File: src/burst_cfg_pkg.sv
// Package with mode register map, field layouts, reset values and burst encodings.
// Functional notes
// - Burst length field bits 2:0 selects 4, 8 or 16 beats; four by default.
// - Burst type bit 3 selects sequential when 0 (default), interleaved when 1.
// - Wrap bit 4 selects wrap when 0 (default); no-wrap only with four beats.
// - Write-recovery bits 7:5 encode 3 to 8 cycles before auto-precharge starts.
// - Latency bits 3:0 select read/write latency pairs 3/1 through 8/4; others reserved.
// - Four-beat wrapping bursts use column bits 1:0, order 0123 or 2301.
// - Eight-beat bursts wrap; sequential counts up modulo 8, interleaved XORs start.
// - Sixteen-beat bursts count up modulo 16, sequential wrapping only.
// - Lowest column bit is absent from the bus and is taken as zero.
// - Mode reads of these write-only registers toggle strobe with undefined data.
package burst_cfg_pkg;
	localparam logic [7:0] ADDR_BURST_CFG   = 8'h01;
	localparam logic [7:0] ADDR_LATENCY_CFG = 8'h02;
	localparam int LEN_LSB        = 0;
	localparam int ORDER_TYPE_BIT = 3;
	localparam int WRAP_CTRL_BIT  = 4;
	localparam int WR_LSB  = 5;
	localparam int LAT_LSB = 0;
	localparam logic [2:0] LEN_CODE_4  = 3'h2;
	localparam logic [2:0] LEN_CODE_8  = 3'h3;
	localparam logic [2:0] LEN_CODE_16 = 3'h4;
	localparam logic [2:0] WR_CODE_MIN = 3'h1;
	localparam logic [2:0] WR_CODE_MAX = 3'h6;
	localparam logic [3:0] WR_CYC_OFFSET = 4'h2;
	localparam logic [7:0] BURST_CFG_RESET   = 8'h22;
	localparam logic [7:0] LATENCY_CFG_RESET = 8'h01;
	localparam logic [3:0] READ_LAT_TABLE [0:6] = '{4'h0, 4'h3, 4'h4, 4'h5, 4'h6, 4'h7, 4'h8};
	localparam logic [3:0] WRITE_LAT_TABLE [0:6] = '{4'h0, 4'h1, 4'h2, 4'h2, 4'h3, 4'h4, 4'h4};
	localparam logic [3:0] LAT_CODE_MAX = 4'h6;
	localparam int MR_READ_BEATS = 4;
	typedef enum logic [1:0] {
		LEN4_TYPE,
		LEN8_TYPE,
		LEN16_TYPE
	} burst_len_type;
	typedef enum {
		IDLE_ST,
		RUN_ST
	} burst_state_type;
endpackage

File: src/burst_cfg_if.sv
// Interface carrying the decoded burst configuration between modules.
`timescale 1ns/1ns
interface burst_cfg_if;
	import burst_cfg_pkg::*;
	burst_len_type len;
	logic          interleaved;
	logic          no_wrap;
	logic          cfg_illegal;
	modport src (output len, output interleaved, output no_wrap, output cfg_illegal);
	modport dst (input len, input interleaved, input no_wrap, input cfg_illegal);
endinterface : burst_cfg_if

File: src/burst_cfg_regs.sv
// Write-only mode registers and decode of burst, recovery and latency fields.
`timescale 1ns/1ns
module burst_cfg_regs
	import burst_cfg_pkg::*;
(
	input  wire logic       i_clk,
	input  wire logic       i_rstn,
	input  wire logic       i_wr,
	input  wire logic [7:0] i_addr,
	input  wire logic [7:0] i_data,
	burst_cfg_if.src        cfg,
	output logic [3:0]      o_wr_cycles,
	output logic [3:0]      o_read_lat,
	output logic [3:0]      o_write_lat,
	output logic            o_lat_illegal
);
	logic [7:0] burst_and_write_recovery_config;
	logic [7:0] read_write_latency_config;
	logic [2:0] len_code;
	logic [2:0] wr_code;
	logic [3:0] lat_code;

	always_ff @(posedge i_clk or negedge i_rstn) begin
		if (!i_rstn) begin
			burst_and_write_recovery_config <= BURST_CFG_RESET;
		end else if (i_wr && i_addr == ADDR_BURST_CFG) begin
			burst_and_write_recovery_config <= i_data;
		end
	end

	always_ff @(posedge i_clk or negedge i_rstn) begin
		if (!i_rstn) begin
			read_write_latency_config <= LATENCY_CFG_RESET;
		end else if (i_wr && i_addr == ADDR_LATENCY_CFG) begin
			read_write_latency_config <= i_data;
		end
	end

	assign len_code = burst_and_write_recovery_config[LEN_LSB +: 3];
	assign wr_code  = burst_and_write_recovery_config[WR_LSB +: 3];
	assign lat_code = read_write_latency_config[LAT_LSB +: 4];

	always_comb begin
		cfg.len = LEN4_TYPE;
		unique case (len_code)
			LEN_CODE_8:  cfg.len = LEN8_TYPE;
			LEN_CODE_16: cfg.len = LEN16_TYPE;
			default:    cfg.len = LEN4_TYPE;
		endcase
	end

	assign cfg.interleaved = burst_and_write_recovery_config[ORDER_TYPE_BIT];
	assign cfg.no_wrap     = burst_and_write_recovery_config[WRAP_CTRL_BIT];
	// Unsupported combinations wrap downstream, interleaved only at eight beats; an unknown length code gives four beats, no-wrap if bit 4 is set.
	assign cfg.cfg_illegal = (len_code != LEN_CODE_4 && len_code != LEN_CODE_8
		&& len_code != LEN_CODE_16)
		|| (cfg.no_wrap && len_code != LEN_CODE_4)
		|| (cfg.interleaved && len_code == LEN_CODE_16)
		|| wr_code < WR_CODE_MIN || wr_code > WR_CODE_MAX;

	assign o_wr_cycles = {1'b0, wr_code} + WR_CYC_OFFSET;
	assign o_lat_illegal = lat_code == 4'h0 || lat_code > LAT_CODE_MAX;
	assign o_read_lat  = o_lat_illegal ? 4'h0 : READ_LAT_TABLE[lat_code[2:0]];
	assign o_write_lat = o_lat_illegal ? 4'h0 : WRITE_LAT_TABLE[lat_code[2:0]];
endmodule : burst_cfg_regs

File: src/burst_order_gen.sv
// Column order generator: one column address per beat of a burst.
`timescale 1ns/1ns
module burst_order_gen
	import burst_cfg_pkg::*;
(
	input  wire logic       i_clk,
	input  wire logic       i_rst_n,
	input  wire logic       i_start,
	input  wire logic [9:0] i_col,
	burst_cfg_if.dst        cfg,
	output logic            o_valid,
	output logic            o_last,
	output logic [9:0]      o_col
);
	burst_state_type state;
	logic [9:0] base;
	logic [3:0] beat;
	logic [3:0] last_beat;
	burst_len_type len;
	logic          inter;
	logic          nowrap;
	logic          next_inter;
	logic          next_nowrap;
	logic          start_ok;

	// Column of beat n of a burst; the output register loads it one beat early and holds it during beat n.
	function automatic logic [9:0] beat_col(
		input logic [9:0]    b,
		input logic [3:0]    n,
		input burst_len_type l,
		input logic          il,
		input logic          nw
	);
		logic [3:0] off;
		logic [9:0] col;
		off = il ? (n ^ b[3:0]) : (n + b[3:0]);
		col = b;
		if (nw) begin
			col = b + {6'h00, n};
		end else begin
			unique case (l)
				LEN8_TYPE:  col = {b[9:3], off[2:0]};
				LEN16_TYPE: col = {b[9:4], off};
				default:    col = {b[9:2], off[1:0]};
			endcase
		end
		return col;
	endfunction

	assign start_ok    = i_start && (state == IDLE_ST || beat == last_beat);
	assign next_inter  = cfg.interleaved && cfg.len == LEN8_TYPE;
	assign next_nowrap = cfg.no_wrap && cfg.len == LEN4_TYPE;

	always_ff @(posedge i_clk or negedge i_rst_n) begin
		if (!i_rst_n) begin
			state <= IDLE_ST;
			beat  <= 4'h0;
		end else begin
			unique case (state)
				IDLE_ST: if (i_start) begin
					state <= RUN_ST;
					beat  <= 4'h0;
				end
				RUN_ST: begin
					if (beat == last_beat && !i_start) begin
						state <= IDLE_ST;
					end
					beat <= (beat == last_beat) ? 4'h0 : beat + 4'h1;
				end
			endcase
		end
	end

	always_ff @(posedge i_clk or negedge i_rst_n) begin
		if (!i_rst_n) begin
			base   <= 10'h000;
			len    <= LEN4_TYPE;
			inter  <= 1'b0;
			nowrap <= 1'b0;
		end else if (start_ok) begin
			base   <= {i_col[9:1], 1'b0};
			len    <= cfg.len;
			inter  <= next_inter;
			nowrap <= next_nowrap;
		end
	end

	always_ff @(posedge i_clk or negedge i_rst_n) begin
		if (!i_rst_n) begin
			o_col <= 10'h000;
		end else if (start_ok) begin
			o_col <= beat_col({i_col[9:1], 1'b0}, 4'h0, cfg.len, next_inter, next_nowrap);
		end else if (state == RUN_ST) begin
			o_col <= beat_col(base, beat + 4'h1, len, inter, nowrap);
		end
	end

	always_comb begin
		unique case (len)
			LEN8_TYPE:  last_beat = 4'h7;
			LEN16_TYPE: last_beat = 4'hF;
			default:    last_beat = 4'h3;
		endcase
	end

	assign o_valid = state == RUN_ST;
	assign o_last  = o_valid && beat == last_beat;
endmodule : burst_order_gen

File: src/burst_mode_config_and_order.sv
// Top: reset sync, mode register write/read handling and burst column ordering.
`timescale 1ns/1ns
module burst_mode_config_and_order
	import burst_cfg_pkg::*;
(
	input  wire logic       i_clk,
	input  wire logic       i_rstn,
	input  wire logic       i_mode_reg_write_cmd,
	input  wire logic       i_mode_reg_read_cmd,
	input  wire logic [7:0] i_mr_addr,
	input  wire logic [7:0] i_mr_data,
	input  wire logic       i_col_cmd,
	input  wire logic [9:0] i_cmd_addr_bus_col,
	output logic            o_beat_valid,
	output logic            o_beat_last,
	output logic [9:0]      o_beat_col,
	output logic [3:0]      o_write_recovery_cycles,
	output logic [3:0]      o_read_latency,
	output logic [3:0]      o_write_latency,
	output logic            o_cfg_illegal,
	output logic            o_strobe,
	output logic            o_strobe_oe_n,
	output logic [7:0]      o_mr_rdata
);
	logic       rst_meta;
	logic       rst_n;
	logic       lat_illegal;
	logic [2:0] rd_cnt;
	logic       rd_active;
	logic [3:0] wr_cyc;
	logic [3:0] read_lat;
	logic [3:0] write_lat;

	burst_cfg_if cfg_bus ();

	always_ff @(posedge i_clk or negedge i_rstn) begin
		if (!i_rstn) begin
			rst_meta <= 1'b0;
			rst_n    <= 1'b0;
		end else begin
			rst_meta <= 1'b1;
			rst_n    <= rst_meta;
		end
	end

	burst_cfg_regs u_regs (
		.i_clk         (i_clk),
		.i_rstn        (rst_n),
		.i_wr          (i_mode_reg_write_cmd),
		.i_addr        (i_mr_addr),
		.i_data        (i_mr_data),
		.cfg           (cfg_bus.src),
		.o_wr_cycles   (wr_cyc),
		.o_read_lat    (read_lat),
		.o_write_lat   (write_lat),
		.o_lat_illegal (lat_illegal)
	);

	burst_order_gen u_order (
		.i_clk   (i_clk),
		.i_rst_n (rst_n),
		.i_start (i_col_cmd),
		.i_col   (i_cmd_addr_bus_col),
		.cfg     (cfg_bus.dst),
		.o_valid (o_beat_valid),
		.o_last  (o_beat_last),
		.o_col   (o_beat_col)
	);

	always_ff @(posedge i_clk or negedge rst_n) begin
		if (!rst_n) begin
			o_write_recovery_cycles <= 4'h3;
			o_read_latency          <= 4'h3;
			o_write_latency         <= 4'h1;
			o_cfg_illegal           <= 1'b0;
		end else begin
			o_write_recovery_cycles <= wr_cyc;
			o_read_latency          <= read_lat;
			o_write_latency         <= write_lat;
			o_cfg_illegal           <= cfg_bus.cfg_illegal || lat_illegal;
		end
	end

	// A read of a write-only register still drives the strobe for a short burst.
	always_ff @(posedge i_clk or negedge rst_n) begin
		if (!rst_n) begin
			rd_cnt   <= 3'h0;
			o_strobe <= 1'b0;
		end else if (rd_cnt != 3'h0) begin
			rd_cnt   <= rd_cnt - 3'h1;
			o_strobe <= ~o_strobe;
		end else begin
			o_strobe <= 1'b0;
			if (i_mode_reg_read_cmd) begin
				rd_cnt <= 3'(MR_READ_BEATS);
			end
		end
	end

	assign rd_active     = rd_cnt != 3'h0;
	assign o_strobe_oe_n = ~rd_active;
	// Returned data is undefined by design; zero is a safe concrete value.
	assign o_mr_rdata    = 8'h00;
endmodule : burst_mode_config_and_order

File: config.mk
export PLATFORM = sky130hd
export DESIGN_NAME = burst_mode_config_and_order
export DESIGN_NICKNAME = d
export VERILOG_FILES = /design/src/burst_cfg_pkg.sv /design/src/burst_cfg_if.sv /design/src/burst_cfg_regs.sv /design/src/burst_order_gen.sv /design/src/burst_mode_config_and_order.sv
export SDC_FILE = /design/constraint.sdc
export NUM_CORES = 1
export LEC_CHECK = 0
export BUFFER_PORTS_ARGS = -buffer_cell sky130_fd_sc_hd__buf_2
export CAP_MARGIN = 20
export CORE_UTILIZATION = 53
export DETAILED_ROUTE_END_ITERATION = 7
export PLACE_DENSITY_LB_ADDON = 0.05
export REMOVE_ABC_BUFFERS = 1
export SETUP_SLACK_MARGIN = 0.15
export SYNTH_ARGS = -nofsm -noshare
export SYNTH_HDL_FRONTEND = slang
export SYNTH_SLANG_ARGS = --single-unit
File: constraint.sdc
create_clock -name i_clk -period 2.2 [get_ports i_clk]
set_clock_uncertainty 0.1 [all_clocks]
set_input_delay 0.44 -clock i_clk [delete_from_list [all_inputs] [get_ports i_clk]]
set_output_delay 0.44 -clock i_clk [all_outputs]
set_load 0.02 [all_outputs]
=== Word level (Yosys, flattened, before mapping) ===
Memory sizes are Yosys's and may differ from the RTL's.
Index checks and enable logic that the tools add are counted.

* Register bits after elaboration: 90
* Bits in read-only memories: 64
* Input bits: 31
* Memories: 2

{| class="wikitable"
|+ Memory list
! memory !! words !! width !! rd ports !! clocked after Yosys merged registers in !! write ports !! RTL line !! source
|-
| (no name shown) || 8 || 4 || 1 || 0 || 0 || burst_cfg_regs.sv:63 || <nowiki>assign o_read_lat = o_lat_illegal ? 4'h0 : READ_LAT_TABLE[lat_code[2:0]];</nowiki>
|-
| (no name shown) || 8 || 4 || 1 || 0 || 0 || burst_cfg_regs.sv:64 || <nowiki>assign o_write_lat = o_lat_illegal ? 4'h0 : WRITE_LAT_TABLE[lat_code[2:0]];</nowiki>
|}

* $add $sub $neg: 5
* $lt $le $gt $ge: 4
* Equal/unequal tests: 15
* Multiplexer cells: 22
* Bitwise operators: 4
* Reduce and logical (&&, ||, !) cells: 27

{| class="wikitable"
|+ Operators by type and width
! cell !! number
|-
| $logic_not A32 Y1 || 2
|-
| $mux W32 || 2
|-
| $pmux W32 S2 || 1
|-
| $mux W4 || 9
|-
| $eq A32 B1 Y1 const B || 1
|-
| $eq A32 B2 Y1 const B || 1
|-
| $mux W10 || 3
|-
| $pmux W4 S2 || 3
|-
| $logic_and A1 B1 Y1 || 11
|-
| $add A10 B4 Y10 || 1
|-
| $eq A8 B1 Y1 const B || 1
|-
| $eq A8 B2 Y1 const B || 1
|-
| $logic_or A1 B1 Y1 || 7
|-
| $mux W3 || 2
|-
| $ne A3 B2 Y1 const B || 2
|-
| $add A3 B2 Y4 const B || 1
|-
| $add A4 B1 Y4 const B || 1
|-
| $add A4 B4 Y4 || 1
|-
| $eq A2 B1 Y1 const B || 2
|-
| $eq A4 B4 Y1 || 1
|-
| $ge A4 B4 Y1 const B || 1
|-
| $gt A4 B3 Y1 const B || 1
|-
| $logic_not A4 Y1 || 1
|-
| $not A3 Y4 || 1
|-
| 18 further kinds || 20
|}

=== Depth between registers and ports, before layout ===
* Word-level depth: 8
* Mapped depth: 9
* Mapped depth without buffers: 9

=== By module ===
From an unflattened synthesis, not the netlist that was laid out.

* Cell total of the unflattened synthesis: 271
* Area, all modules: 2917.8 µm²

{| class="wikitable"
|+ By module, submodules not included
! module !! instances !! cells an instance !! area an instance (µm²) !! sequential area each (µm²)
|-
| burst_order_gen || 1 || 167 || 1537.7 || 700.7
|-
| burst_cfg_regs || 1 || 62 || 739.5 || 304.0
|-
| burst_mode_config_and_order || 1 || 42 || 640.6 || 481.7
|}

=== Least setup slack after synthesis ===
OpenSTA, ideal clock, no wires.

* Kind: reg-to-reg
* Start: register u_order.beat[0]
* End: register u_order.o_col[9]
* Setup time: 0.094 ns
* Arrival time: 2.154 ns
* Data required time: 2.006 ns
* Path slack: -0.148 ns
* Cell stages (with the launch flop): 10
* Path buffers: 0
* Period minus slack after synthesis: 2.348 ns
* Path through: dfrtp_1 ha_1 or2b_1 nand2_1 inv_1 fa_1 nor2b_1 o2111ai_1 xor2_1 a211oi_1

* Cells in the longest elaborated chain, start to end: 5
* Elaborated cells on any way between the ends: 9
* Classes of those cells: 2 x add/sub; 1 x eq/ne; 3 x mux; 3 x reduce/logical

{| class="wikitable"
|+ RTL lines
! element !! RTL line !! source
|-
| start: declaration || burst_order_gen.sv:17 || <nowiki>logic [3:0] beat;</nowiki>
|-
| start signal: assignment || burst_order_gen.sv:68 || <nowiki>beat <= (beat == last_beat) ? 4'h0 : beat + 4'h1;</nowiki>
|-
| $add A4 B1 Y4 || burst_order_gen.sv:94 || <nowiki>o_col <= beat_col(base, beat + 4'h1, len, inter, nowrap);</nowiki>
|-
| $add A10 B4 Y10 || burst_order_gen.sv:39 || <nowiki>col = b + {6'h00, n};</nowiki>
|-
| $mux W10 || burst_order_gen.sv:38 || <nowiki>if (nw) begin</nowiki>
|-
| $mux W10 || burst_order_gen.sv:93 || <nowiki>end else if (state == RUN_ST) begin</nowiki>
|-
| $mux W10 || burst_order_gen.sv:91 || <nowiki>end else if (start_ok) begin</nowiki>
|-
| end signal: assignment || burst_order_gen.sv:92 || <nowiki>o_col <= beat_col({i_col[9:1], 1'b0}, 4'h0, cfg.len, next_inter, next_nowrap);</nowiki>
|-
| end signal: assignment || burst_order_gen.sv:94 ||
|-
| end: declaration || burst_order_gen.sv:13 || <nowiki>output logic [9:0] o_col</nowiki>
|}

Several ways; a longest one is shown, not always the timed one. The select of a mux whose other input is x is not followed.
A chain may end at the register's enable or synchronous reset.

=== Worst setup path in the final report ===
* Start: register u_order.beat[0]
* End: register u_order.o_col[5]

Same word-level chain as after synthesis.

==> qor.txt <==
Num Clock Sinks: 58
Post-Syn Area: 0.002878 mm^2
Core ar.: 0.005172 mm^2
area leader, netlist: dfrtp_1
ys async rst share: 100.0%
Starting Density: 55.64%
Area Overhead vs Synth: 31.65%
Starting DRT DRC Count: 89
htree depth: 3
sequential area share after synthesis: 50.78%
antenna violations before repair: 0
Sw Share: 36.31%
CP Launch Type: register
DRT Wirelength: 5953 um
WP data arrival: 2.37 ns
share of cells above drive strength 1: 44.38%
Vias per Instance: 5.365
LEAKAGE: 0.001736 uW
CP Capture Type: register
Internal Power: 3556 uW
Placed Cells: 385
fin crit share: 101.1%
Die X: 75.69 um
Hold WS: 0.05509 ns
CTS tree: yes
NetSw: 2027 uW
status: finished with violations
Post-DRT Antenna Nets: 0
setup TNS: -0.02476 ns
Clock Power Share: 23.6%
DR vias: 2,189
PortBufs: 55
nets@finish: 376
Seq cells post-synth: 58
part of the power in registers: 30.4%
CP max FO: 4
GR Util All Layers: 22.77%
top-count cell post-synth: dfrtp_1
Synth area leaders: dfrtp_1, mux2_2, dfstp_2, ha_1, buf_4
first-pass GRT wire length: 9232 um
CTS max path bufs: 2
WP data required: 2.34 ns
WS Path Type: reg -> reg
top_reg_cell synth: dfrtp_1
PnR Total Power: 5583 uW
share of the synthesized area in the top cell type: 43.48%
Mean Syn Cell Area: 11.24 um^2
I/O pin cnt: 66
total CTS buffers: 9
Max Slew Vio Count: 0
DRC: 0
Yosys cell types: 51
n_diodes: 0
Comb pwr share: 45.9%
vias in the first global route: 2,001
Die H: 75.69 um
largest net degree at the start of global routing: 46
clock slew at reported path FFs: 0.06 ns
Routed WL per cell: 14.59 um
Syn Inst Count: 256
worst hold-check path type: reg -> async
Pwr Density: 1474 mW/mm^2
Fin. Hold Viols: 0
synth cell count leaders: dfrtp_1, mux2_2, inv_1, nor2_1, o21ai_0
setup ws final: -0.02476 ns
dpl hpwl: 3946 um
Fillers: 360
maxcap violations: 0
grt ovf: 0
GPL Wtd Cong: 0.8247
RSZ-0062 raised after global routing: true
Achievable Freq: 449.5 MHz
Die Area: 0.005728 mm^2
Cell Rows: 26
Worst VDD drop: 0.7200 mV
Tmin final: 2.225 ns
Setup Viol. Count Final: 1
Clk Latency, worst-skew pair: 0.34 ns
final non-filler cell total: 408
failing checks: negative setup slack
synth warn: 0
Initial DRT Pass Iterations: 4
EDFF count, synth: 0
root buffer cell: clkbuf_8
## flip-flops by register name, indices dropped and copies added, names as in the netlist
register and count:
o_cfg_illegal 1, o_read_latency 4, o_strobe 1, o_write_latency 3, o_write_recovery_cycles 4, rd_cnt 3, rst_meta 1, rst_n 1
u_order.base 9, u_order.beat 4, u_order.inter 1, u_order.len 2, u_order.nowrap 1, u_order.o_col 10, u_order.state 1, u_regs.burst_and_write_recovery_config 8
u_regs.read_write_latency_config 4
## power by group through the flow
stage | combinational [uW] | clock, uW | sequential (uW)
5_1_grt | 2790 | 1380 | 1750
3_3_place_gp | 1910 | 0 | 1650
3_5_place_dp | 1940 | 0 | 1660
6_report | 2560 | 1320 | 1700
2_1_floorplan | 1170 | 0 | 1790
4_1_cts | 2330 | 1350 | 1680
## layout make-up
cell class                      instances  area (um^2)  area share (%)
Inverter                               18        67.56           1.783
Timing Repair Buffer                   76        457.9           12.09
Tap cell                               70        87.58           2.312
Multi-Input combinational cell        170         1446           38.18
Clock inverter                          5        125.1           3.303
Sequential cell                        58         1463           38.61
Clock buffer                           11        141.4           3.732
## critical path, cell delays in order, from the launching register on
cell and delay (ns):
dfrtp_1 0.42, ha_4 0.19, or2b_1 0.26, nand2_2 0.08, inv_2 0.04, fa_2 0.37, nor2b_4 0.17, o211ai_1 0.12
xor2_1 0.17, a211oi_1 0.21
## stage by stage
stage          setup slack (ns)  util (%)  instance area (um^2)
2_1_floorplan           -0.1478         -                  2793
3_3_place_gp            -0.1638     63.30                  3274
3_5_place_dp            -0.2062     63.30                  3274
4_1_cts                 0.03079     71.72                  3710
5_1_grt                -0.09850     73.25                  3789
6_report               -0.02476     73.25                  3789
## final timing paths
kind / start / end / slack, ns / depth (start not counted)
max: u_order.beat[0] / u_order.o_col[5] / -0.02 / 9
min: rst_n / o_write_recovery_cycles[2] / 0.06 / 0
max reg2reg: u_order.beat[0] / u_order.o_col[5] / -0.02 / 9
min reg2reg: rst_n / o_write_recovery_cycles[2] / 0.06 / 0
max in group asynchronous: rst_n / o_write_latency[0] / 1.37 / 1
min in group i_clk: i_mr_data[4] / u_regs.burst_and_write_recovery_config[4] / 0.23 / 2
## logic make-up (layout without fill, tap and decap cells)
family | Yosys count | count (layout) | synth area share, %
adder cells (fa/ha/maj) | 12 | 12 | 5.478
buffers and inverters | 36 | 110 | 6.347
other | 2 | 10 | 0.2610
AND/OR/NAND/NOR | 66 | 66 | 12.04
multiplexers | 25 | 25 | 9.739
XOR/XNOR | 10 | 10 | 3.305
flip-flops | 58 | 58 | 50.78
AO/OA/AOI/OAI | 47 | 47 | 12.04
## layer usage
metal  wire [um]  global-route usage (%)
met1        2518                   27.90
met2        3009                   37.20
met3         286                   6.878
met4         139                   10.49
met5           0                       0
## repair_timing
action                                  CTS  global route
gates resized for setup                  22            11
hold buffers                              1             0
endpoints found under the setup margin   12            19
pin swaps                                14             8
buffers inserted                          3             3
endpoints found under the hold margin     2             0
## layout by cell type (no fill, tap or decap), types with 4 or more instances in the layout
master / count
dfstp_2: 8
inv_1: 15
ha_1: 6
xnor2_1: 5
a211oi_1: 6
a21oi_1: 5
buf_4: 18
mux2_2: 24
nand2_1: 9
clkbuf_8: 10
nand3_1: 5
nand2b_1: 4
nor2_1: 15
o21ai_0: 12
buf_2: 54
dfrtp_1: 49
ha_4: 4
conb_1: 10
a32o_1: 4
bufinv_16: 4
nor3_1: 10
o22ai_1: 4
(Power assumes the default switching activity.)
